$ cat src/rtl/uabd_pkg.sv
/*
  shared constants of the auto-baud measurement unit: register offsets,
  bit positions, reset values, state codes and prescaler limits.
  assumes a 32-bit apb bus with byte addresses and one word per register.
*/
package uabd_pkg;

  // ---------------------------------------------------------------
  // register byte offsets
  // ---------------------------------------------------------------
  localparam logic [7:0] OFS_BAUD_CONTROL = 8'h00;  // baud_control_reg
  localparam logic [7:0] OFS_DIVISOR_LOW  = 8'h04;  // baud_divisor_low
  localparam logic [7:0] OFS_DIVISOR_HIGH = 8'h08;  // baud_divisor_high
  localparam logic [7:0] OFS_RECEIVE_DATA = 8'h0C;  // receive_data_reg, read clears flag
  localparam logic [7:0] OFS_STATUS       = 8'h10;  // flag and measurement state

  // ---------------------------------------------------------------
  // bit positions in baud_control_reg
  // ---------------------------------------------------------------
  localparam int BIT_ENABLE    = 0;  // autobaud_enable_bit
  localparam int BIT_WAKE      = 1;  // wake_on_break_enable
  localparam int BIT_OVERFLOW  = 2;  // autobaud_overflow_flag
  localparam int BIT_WIDE      = 3;  // wide_divisor_select
  localparam int BIT_HIGH_SPD  = 4;  // high_speed_select
  localparam int BIT_MEASURING = 5;  // read only: sequence running

  // bit positions in the status register
  localparam int BIT_RX_FLAG   = 0;  // receive_int_flag
  localparam int BIT_RX_IDLE   = 1;  // normal receiver held idle

  // ---------------------------------------------------------------
  // divisor reset value, counter start and counter maximum
  // ---------------------------------------------------------------
  localparam logic [15:0] RST_DIVISOR = 16'h0000;
  localparam logic [15:0] CNT_START   = 16'h0001;  // counter starts at one
  localparam logic [15:0] CNT_MAX     = 16'hFFFF;

  // ---------------------------------------------------------------
  // measurement clock: system clock divided by 512, 128 or 32
  // ---------------------------------------------------------------
  localparam logic [8:0] PRE_LAST_SLOW = 9'h1FF;  // divide by 512
  localparam logic [8:0] PRE_LAST_MID  = 9'h07F;  // divide by 128
  localparam logic [8:0] PRE_LAST_FAST = 9'h01F;  // divide by 32

  // number of rising edges of the sync character
  localparam logic [2:0] EDGE_LAST = 3'h5;

  // ---------------------------------------------------------------
  // measurement sequence states
  // ---------------------------------------------------------------
  typedef enum logic [2:0] {
    ST_IDLE       = 3'b000,  // no measurement
    ST_BREAK_FALL = 3'b001,  // wait for break to begin
    ST_BREAK_RISE = 3'b010,  // wait for break to end
    ST_START_FALL = 3'b011,  // wait for sync start bit
    ST_FIRST_RISE = 3'b100,  // wait for first rising edge
    ST_COUNT      = 3'b101   // counting bit periods
  } uabd_state_type;

endpackage

$ cat src/rtl/uabd_top.sv
/*
  auto-baud measurement unit of an asynchronous serial receiver: an apb
  register slave, a receive line synchroniser, a measurement prescaler and
  the sequence that times a 0x55 sync character into a 16-bit divisor.
  assumes one clock pclk at 20 MHz, apb master signals synchronous to it,
  rx_line asynchronous, and a normal receiver outside that obeys rx_hold_idle.
*/
// Added by the designer: register access over APB and the register addresses.
`timescale 1ns/1ps

// Operation
// - enable bit set starts the measurement
// - normal receiver held idle while measuring
// - counting begins at first rising edge
// - fifth rising edge stops, divisor keeps value
// - completion clears enable, sets receive flag
// - data register read clears receive flag
// - both divisor bytes form one counter
// - counter advances at eighth of base rate
// - rate bits pick divide 512/128/32
// - counter starts at one, software subtracts
// - with wake enabled, skip break first
// - overflow sets flag, counting continues
// - overflow clear needs enable cleared first
module uabd_top
  import uabd_pkg::*;
(
  // clock and reset
  input  wire logic        pclk,
  input  wire logic        presetn,
  // apb slave
  input  wire logic        psel,
  input  wire logic        penable,
  input  wire logic        pwrite,
  input  wire logic [7:0]  paddr,
  input  wire logic [31:0] pwdata,
  output logic [31:0]      prdata,
  output logic             pready,
  output logic             pslverr,
  // serial line and normal receiver
  input  wire logic        rx_line,
  input  wire logic [7:0]  rx_data,
  output logic             rx_hold_idle,
  output logic             receive_int_flag,
  // divisor setting for the baud rate generator
  output logic [15:0]      baud_divisor,
  output logic             wide_divisor_select,
  output logic             high_speed_select
);

  // ---------------------------------------------------------------
  // declarations
  // ---------------------------------------------------------------
  uabd_state_type state_reg;          // sequence state
  uabd_state_type state_next;         // its next value
  logic        enable_reg;            // autobaud_enable_bit
  logic        wake_reg;              // wake_on_break_enable
  logic        overflow_reg;          // autobaud_overflow_flag
  logic        wide_reg;              // wide_divisor_select
  logic        high_reg;              // high_speed_select
  logic        rx_flag_reg;           // receive_int_flag
  logic [15:0] divisor_reg;           // baud_divisor_high:low pair
  logic [8:0]  pre_reg;               // measurement prescaler
  logic [2:0]  edge_reg;              // rising edges seen while counting
  logic [31:0] prdata_reg;            // read data captured in setup
  logic        rx_meta_reg;           // synchroniser first stage
  logic        rx_sync_reg;           // synchroniser second stage
  logic        rx_last_reg;           // previous synchronised level
  logic        rx_rise;               // rising edge of the line
  logic        rx_fall;               // falling edge of the line
  logic [8:0]  pre_last;              // selected prescaler limit
  logic        tick;                  // one measurement clock
  logic        measuring;             // any non-idle state
  logic        done;                  // fifth edge seen
  logic        break_end;             // end of break on wake path
  logic        first_edge;            // counting begins
  logic        wr_access;             // apb write access phase
  logic        rd_access;             // apb read access phase
  logic        setup;                 // apb setup phase
  logic        addr_ok;               // address is mapped
  logic        wr_ctrl;               // write to control register
  logic        wr_low;                // write to divisor low byte
  logic        wr_high;               // write to divisor high byte
  logic        count_step;            // counter advances this cycle
  logic        count_wrap;            // counter passes its maximum

  // ---------------------------------------------------------------
  // receive line synchroniser and edge detect
  // ---------------------------------------------------------------

  // three flops; the second and third stages feed edge detection
  always_ff @(posedge pclk or negedge presetn) begin
    if (!presetn) begin
      rx_meta_reg <= 1'b1;
      rx_sync_reg <= 1'b1;
      rx_last_reg <= 1'b1;
    end else begin
      rx_meta_reg <= rx_line;
      rx_sync_reg <= rx_meta_reg;
      rx_last_reg <= rx_sync_reg;
    end
  end

  // edges seen on the synchronised line
  assign rx_rise = rx_sync_reg & ~rx_last_reg;
  assign rx_fall = ~rx_sync_reg & rx_last_reg;

  // ---------------------------------------------------------------
  // apb decode
  // ---------------------------------------------------------------

  // zero wait states: every access ends in its first access cycle
  assign setup     = psel & ~penable;
  assign wr_access = psel & penable & pwrite;
  assign rd_access = psel & penable & ~pwrite;
  assign addr_ok   = (paddr == OFS_BAUD_CONTROL) | (paddr == OFS_DIVISOR_LOW) |
                     (paddr == OFS_DIVISOR_HIGH) | (paddr == OFS_RECEIVE_DATA) |
                     (paddr == OFS_STATUS);
  assign pready    = 1'b1;
  assign pslverr   = psel & penable & ~addr_ok;
  assign wr_ctrl   = wr_access & (paddr == OFS_BAUD_CONTROL);
  // divisor belongs to the measurement while it runs
  assign wr_low    = wr_access & (paddr == OFS_DIVISOR_LOW) & ~measuring;
  assign wr_high   = wr_access & (paddr == OFS_DIVISOR_HIGH) & ~measuring;

  // read data is captured in the setup cycle so it leaves a flop
  always_ff @(posedge pclk or negedge presetn) begin
    if (!presetn) begin
      prdata_reg <= 32'h0000_0000;
    end else if (setup & ~pwrite) begin
      prdata_reg <= 32'h0000_0000;
      case (paddr)
        OFS_BAUD_CONTROL: begin
          prdata_reg[BIT_ENABLE]    <= enable_reg;
          prdata_reg[BIT_WAKE]      <= wake_reg;
          prdata_reg[BIT_OVERFLOW]  <= overflow_reg;
          prdata_reg[BIT_WIDE]      <= wide_reg;
          prdata_reg[BIT_HIGH_SPD]  <= high_reg;
          prdata_reg[BIT_MEASURING] <= measuring;
        end
        OFS_DIVISOR_LOW:  prdata_reg[7:0] <= divisor_reg[7:0];
        OFS_DIVISOR_HIGH: prdata_reg[7:0] <= divisor_reg[15:8];
        OFS_RECEIVE_DATA: prdata_reg[7:0] <= rx_data;
        OFS_STATUS: begin
          prdata_reg[BIT_RX_FLAG] <= rx_flag_reg;
          prdata_reg[BIT_RX_IDLE] <= measuring;
        end
        default: prdata_reg <= 32'h0000_0000;  // unmapped reads zero
      endcase
    end
  end

  assign prdata = prdata_reg;

  // ---------------------------------------------------------------
  // control register bits
  // ---------------------------------------------------------------

  // enable: software sets, completion clears
  always_ff @(posedge pclk or negedge presetn) begin
    if (!presetn) begin
      enable_reg <= 1'b0;
    end else if (done) begin
      enable_reg <= 1'b0;
    end else if (wr_ctrl) begin
      enable_reg <= pwdata[BIT_ENABLE];
    end
  end

  // wake on break: software sets, end of break clears
  always_ff @(posedge pclk or negedge presetn) begin
    if (!presetn) begin
      wake_reg <= 1'b0;
    end else if (break_end) begin
      wake_reg <= 1'b0;
    end else if (wr_ctrl) begin
      wake_reg <= pwdata[BIT_WAKE];
    end
  end

  // overflow: set wins; a written zero clears only once enable is low
  always_ff @(posedge pclk or negedge presetn) begin
    if (!presetn) begin
      overflow_reg <= 1'b0;
    end else if (count_wrap) begin
      overflow_reg <= 1'b1;
    end else if (wr_ctrl & ~pwdata[BIT_OVERFLOW] & ~enable_reg) begin
      overflow_reg <= 1'b0;
    end
  end

  // rate select bits, plain software settings
  always_ff @(posedge pclk or negedge presetn) begin
    if (!presetn) begin
      wide_reg <= 1'b0;
      high_reg <= 1'b0;
    end else if (wr_ctrl) begin
      wide_reg <= pwdata[BIT_WIDE];
      high_reg <= pwdata[BIT_HIGH_SPD];
    end
  end

  // receive flag: completion sets, data register read clears; set wins
  always_ff @(posedge pclk or negedge presetn) begin
    if (!presetn) begin
      rx_flag_reg <= 1'b0;
    end else if (done) begin
      rx_flag_reg <= 1'b1;
    end else if (rd_access & (paddr == OFS_RECEIVE_DATA)) begin
      rx_flag_reg <= 1'b0;
    end
  end

  // ---------------------------------------------------------------
  // measurement prescaler
  // ---------------------------------------------------------------

  // limit from the two rate bits: 512, 128 or 32 system clocks
  always_comb begin
    unique case ({wide_reg, high_reg})
      2'b00:   pre_last = PRE_LAST_SLOW;
      2'b11:   pre_last = PRE_LAST_FAST;
      default: pre_last = PRE_LAST_MID;
    endcase
  end

  // restarts at the first edge so the first period is whole
  always_ff @(posedge pclk or negedge presetn) begin
    if (!presetn) begin
      pre_reg <= 9'h000;
    end else if (first_edge | (state_reg != ST_COUNT) | tick) begin
      pre_reg <= 9'h000;
    end else begin
      pre_reg <= pre_reg + 9'h001;
    end
  end

  assign tick = (state_reg == ST_COUNT) & (pre_reg >= pre_last);

  // ---------------------------------------------------------------
  // measurement sequence
  // ---------------------------------------------------------------

  assign measuring  = (state_reg != ST_IDLE);
  assign break_end  = (state_reg == ST_BREAK_RISE) & enable_reg & rx_rise;
  assign first_edge = (state_reg == ST_FIRST_RISE) & enable_reg & rx_rise;
  assign done       = (state_reg == ST_COUNT) & enable_reg & rx_rise &
                      (edge_reg == EDGE_LAST - 3'h1);
  // no step on the stopping edge itself
  assign count_step = tick & enable_reg & ~done;
  assign count_wrap = count_step & (divisor_reg == CNT_MAX);

  // next state; clearing enable aborts from any state
  always_comb begin
    state_next = state_reg;
    unique case (state_reg)
      ST_IDLE: begin
        if (enable_reg) begin
          state_next = wake_reg ? ST_BREAK_FALL : ST_START_FALL;
        end
      end
      ST_BREAK_FALL: begin
        if (rx_fall) begin
          state_next = ST_BREAK_RISE;
        end
      end
      ST_BREAK_RISE: begin
        if (rx_rise) begin
          state_next = ST_START_FALL;
        end
      end
      ST_START_FALL: begin
        if (rx_fall) begin
          state_next = ST_FIRST_RISE;
        end
      end
      ST_FIRST_RISE: begin
        if (rx_rise) begin
          state_next = ST_COUNT;
        end
      end
      ST_COUNT: begin
        if (done) begin
          state_next = ST_IDLE;
        end
      end
      default: state_next = ST_IDLE;
    endcase
    if (!enable_reg) begin
      state_next = ST_IDLE;
    end
  end

  always_ff @(posedge pclk or negedge presetn) begin
    if (!presetn) begin
      state_reg <= ST_IDLE;
    end else begin
      state_reg <= state_next;
    end
  end

  // rising edges counted from the first one
  always_ff @(posedge pclk or negedge presetn) begin
    if (!presetn) begin
      edge_reg <= 3'h0;
    end else if (first_edge) begin
      edge_reg <= 3'h1;
    end else if ((state_reg == ST_COUNT) & rx_rise) begin
      edge_reg <= edge_reg + 3'h1;
    end
  end

  // ---------------------------------------------------------------
  // divisor pair: software bytes or the 16-bit measurement counter
  // ---------------------------------------------------------------
  always_ff @(posedge pclk or negedge presetn) begin
    if (!presetn) begin
      divisor_reg <= RST_DIVISOR;
    end else if (first_edge) begin
      divisor_reg <= CNT_START;
    end else if (count_step) begin
      divisor_reg <= divisor_reg + 16'h0001;
    end else if (wr_low) begin
      divisor_reg[7:0] <= pwdata[7:0];
    end else if (wr_high) begin
      divisor_reg[15:8] <= pwdata[7:0];
    end
  end

  // ---------------------------------------------------------------
  // outputs
  // ---------------------------------------------------------------
  assign rx_hold_idle        = measuring;
  assign receive_int_flag    = rx_flag_reg;
  assign baud_divisor        = divisor_reg;
  assign wide_divisor_select = wide_reg;
  assign high_speed_select   = high_reg;

endmodule

$ cat config.mk
export PLATFORM = sky130hd
export DESIGN_NAME = uabd_top
export DESIGN_NICKNAME = d
export VERILOG_FILES = /design/src/rtl/uabd_pkg.sv /design/src/rtl/uabd_top.sv
export SDC_FILE = /design/constraint.sdc
export NUM_CORES = 1
export LEC_CHECK = 0
export BUFFER_PORTS_ARGS = -buffer_cell sky130_fd_sc_hd__buf_2
export CAP_MARGIN = 10
export CORE_UTILIZATION = 46
export CTS_CLUSTER_DIAMETER = 40
export CTS_CLUSTER_SIZE = 8
export DETAILED_ROUTE_END_ITERATION = 16
export GPL_TIMING_DRIVEN = 0
export HOLD_SLACK_MARGIN = 0.02
export MAX_ROUTING_LAYER = met4
export PLACE_DENSITY = 0.75
export SLEW_MARGIN = 5
export SYNTH_ARGS = -nofsm -noshare
export SYNTH_HDL_FRONTEND = slang
export SYNTH_SLANG_ARGS = --single-unit
$ cat constraint.sdc
create_clock -name pclk -period 3.99 [get_ports pclk]
set_clock_uncertainty 0.2 [all_clocks]
set_input_delay 0.798 -clock pclk [delete_from_list [all_inputs] [get_ports pclk]]
set_output_delay 0.798 -clock pclk [all_outputs]
set_load 0.02 [all_outputs]
==> impl_metrics.ini <==
[timing]
finalSetupViolCount = 0
fmax_mhz = 302
worstMarginPinSlew_ns = 1.16
rsz0062_at_grt = no
hold_violations = 0
drv_slew = 0
min_period_ns = 3.31
maxSlewHeadroom = 0.221
tns_ns = 0
fin_crit_sh = 0.829

[power]
vdd_ir_drop_max_mv = 0.195
p_leak_nw = 1.74
p_comb_frac = 0.141
swShare = 0.262
cellPowerDensity_nw_per_um2 = 278
p_int_mw = 0.741
clkPwrFrac = 0.355
power_switching_mw = 0.263
power.share.sequential = 0.503
power_mw = 1.00

[place]
portBuffers = 57
gp_congestion = 0.922
dp_hpwl_um = 5540

[floorplanning]
num_rows = 29
die_h_um = 83.0
io_pins = 108
die_area_um2 = 6890
dieWidth_um = 83.0
initial_utilization = 0.475
core_area_um2 = 6350

[route]
drc_errors = 0
drtIter0Drc = 254
avgRoutedWirePerCell_um = 15.4
drtPass1Iterations = 5
antenna_left = 0
vias = 2795
wl_um = 7510
routed_via_density = 5.75

[grt]
overflow = 0
grt_antenna_before_repair = 0
groute.usage.overall = 0.229
grt_pass1_vias = 2522
grt_pass1_wl_um = 12300
grt_max_degree = 49

[cts]
cts.clk_slew.worst_paths_ns = 0.10
post_cts_resized = 0
clock-sinks = 48
cts_tree = yes
clkLatencyLatePin_ns = 0.31
h-tree-depth = 2
cts-buffers-inserted = 5
cts_setup_buffers = 0
cts_root_buf = clkbuf_8
clockBufferDepth = 2
postCtsHoldBufs = 0

[layout]
largest_reg_flops = 16
syn2layout_area_growth_pct = 19.7
final_cell_mix = buf_2 (63), dfrtp_1 (45), nor2_1 (28), buf_4 (25), conb_1 (25)
fin_nets = 468
final_common_cell = buf_2
drive_gt1_frac = 0.289
num_antenna_cells = 0

[worst_setup_path]
setup.worst_path.class = reg -> reg
cp-end-kind = register
required_ns = 3.98
cp_top_family = simple AND/OR/NAND/NOR gates
cpPeakStageDelay_ns = 0.46
worstPathCellList = or2_2, ha_1, nand2_1, nor3b_1, or4b_1, buf_2, and2_1, buf_2, clkbuf_1, o21ai_0, a211oi_2
crit_fanout = 10
crit_top_cell = buf_2
cp_num_buf_inv = 3
start_kind = register
critPathSlowestCell = or4b_1
arrival_ns = 3.30
r2r_start = wide_divisor_select
critical_path.startpoint = wide_divisor_select

[synthesis]
synth_ff_type = dfrtp_1
avgSynthCellArea_um2 = 9.43
synth_cells = 320
syn_area_um2 = 3020
synth-seq-area-share = 0.399
synthAdderAreaFrac = 0.0282
synth_cell_types = 55
synth_top_family_by_area = simple AND/OR/NAND/NOR gates
synth_simple_gate_area_frac = 0.217
synth_enable_flop_cells = 0
synth_compound_area_frac = 0.163
yosys-mux-area-fraction = 0.0659
synth_warnings = 0
async_flop_share = 1.00
synth-seq-cells = 48
synth_xor_area_frac = 0.0261

[run]
drv_cap = 0

[hold_path]
min_path_type = in -> async

[run_status]
status = finished clean
[layout make-up]
type / instances / area [um^2]
Inverter: 7 / 26.3
Sequential cell: 48 / 1200
Fill cell: 566 / 2740
Clock inverter: 1 / 30.0
Buffer: 43 / 270
Multi-Input combinational cell: 245 / 1600
Clock buffer: 7 / 76.3
Timing Repair Buffer: 58 / 305
Tap cell: 77 / 96.3
[layer usage]
layer / vias to the layer above / part of all wire / GRT usage
met5: - / 0 / -
met4: 0 / 0.017 / 0.0674
met3: 13 / 0.086 / 0.0417
met2: 141 / 0.45 / 0.344
met1: 1331 / 0.44 / 0.318
li1: 1310 / - / -
[logic make-up (layout without fill, tap and decap cells)]
group                      Yosys count  after routing
adders and majority gates            7              7
xor gates and xnor gates             9              9
other                                2             25
DFF                                 48             48
AOI/OAI and AO/OA                   67             67
and+or+nand+nor                    125            125
buffers and inverters               50            116
muxes                               12             12
[stage by stage]
| stage | setup WS [ns] | area, um^2 | std cells | hold WS (ns) | util |
|---|---|---|---|---|---|
| floorplan | 0.974 | 3100 | 343 | 0.145 | - |
| global placement | 0.749 | 3480 | 477 | 0.146 | 0.549 |
| detailed placement | 0.725 | 3480 | 477 | 0.147 | 0.549 |
| CTS | 0.684 | 3590 | 485 | 0.160 | 0.566 |
| global route | 0.533 | 3610 | 486 | 0.146 | 0.569 |
| finish | 0.683 | 3610 | 486 | 0.142 | 0.569 |
[final timing paths]
kind	endpoint	slack, ns	depth (start not counted)
setup / recovery	baud_divisor[6]	0.68	11
hold reg to reg	rx_sync_reg	0.16	0
max in group asynchronous	rx_meta_reg	2.89	2
setup reg to reg	baud_divisor[6]	0.68	11
hold / removal	prdata[7]	0.14	1
min in group pclk	rx_sync_reg	0.16	0
[synthesized netlist by cell type, drive strengths merged (4+ instances only)]
cell type,n,share of area
dfrtp,45,0.37
buf,35,0.080
nor2,28,0.035
nand2,22,0.027
nand3,22,0.038
o21ai,15,0.026
a22o,8,0.023
and3,8,0.017
clkbuf,8,0.010
nand4,8,0.017
nor3,8,0.013
or3,8,0.017
a31oi,7,0.015
a32oi,7,0.020
inv,7,0.0087
xor2,7,0.020
a211oi,6,0.018
ha,6,0.025
mux4,6,0.045
a21oi,5,0.0083
nand2b,4,0.0083
nor2b,4,0.0083
[power groups by stage]
| stage | clock (mW) | sequential (mW) | combinational, mW |
|---|---|---|---|
| 6_report | 0.357 | 0.505 | 0.142 |
| 5_1_grt | 0.384 | 0.507 | 0.154 |
| 4_1_cts | 0.363 | 0.505 | 0.138 |
| 3_5_place_dp | 0 | 0.515 | 0.138 |
| 3_3_place_gp | 0 | 0.514 | 0.137 |
| 2_1_floorplan | 0 | 0.519 | 0.0868 |
No activity file was read; power rests on OpenSTA's default activity.
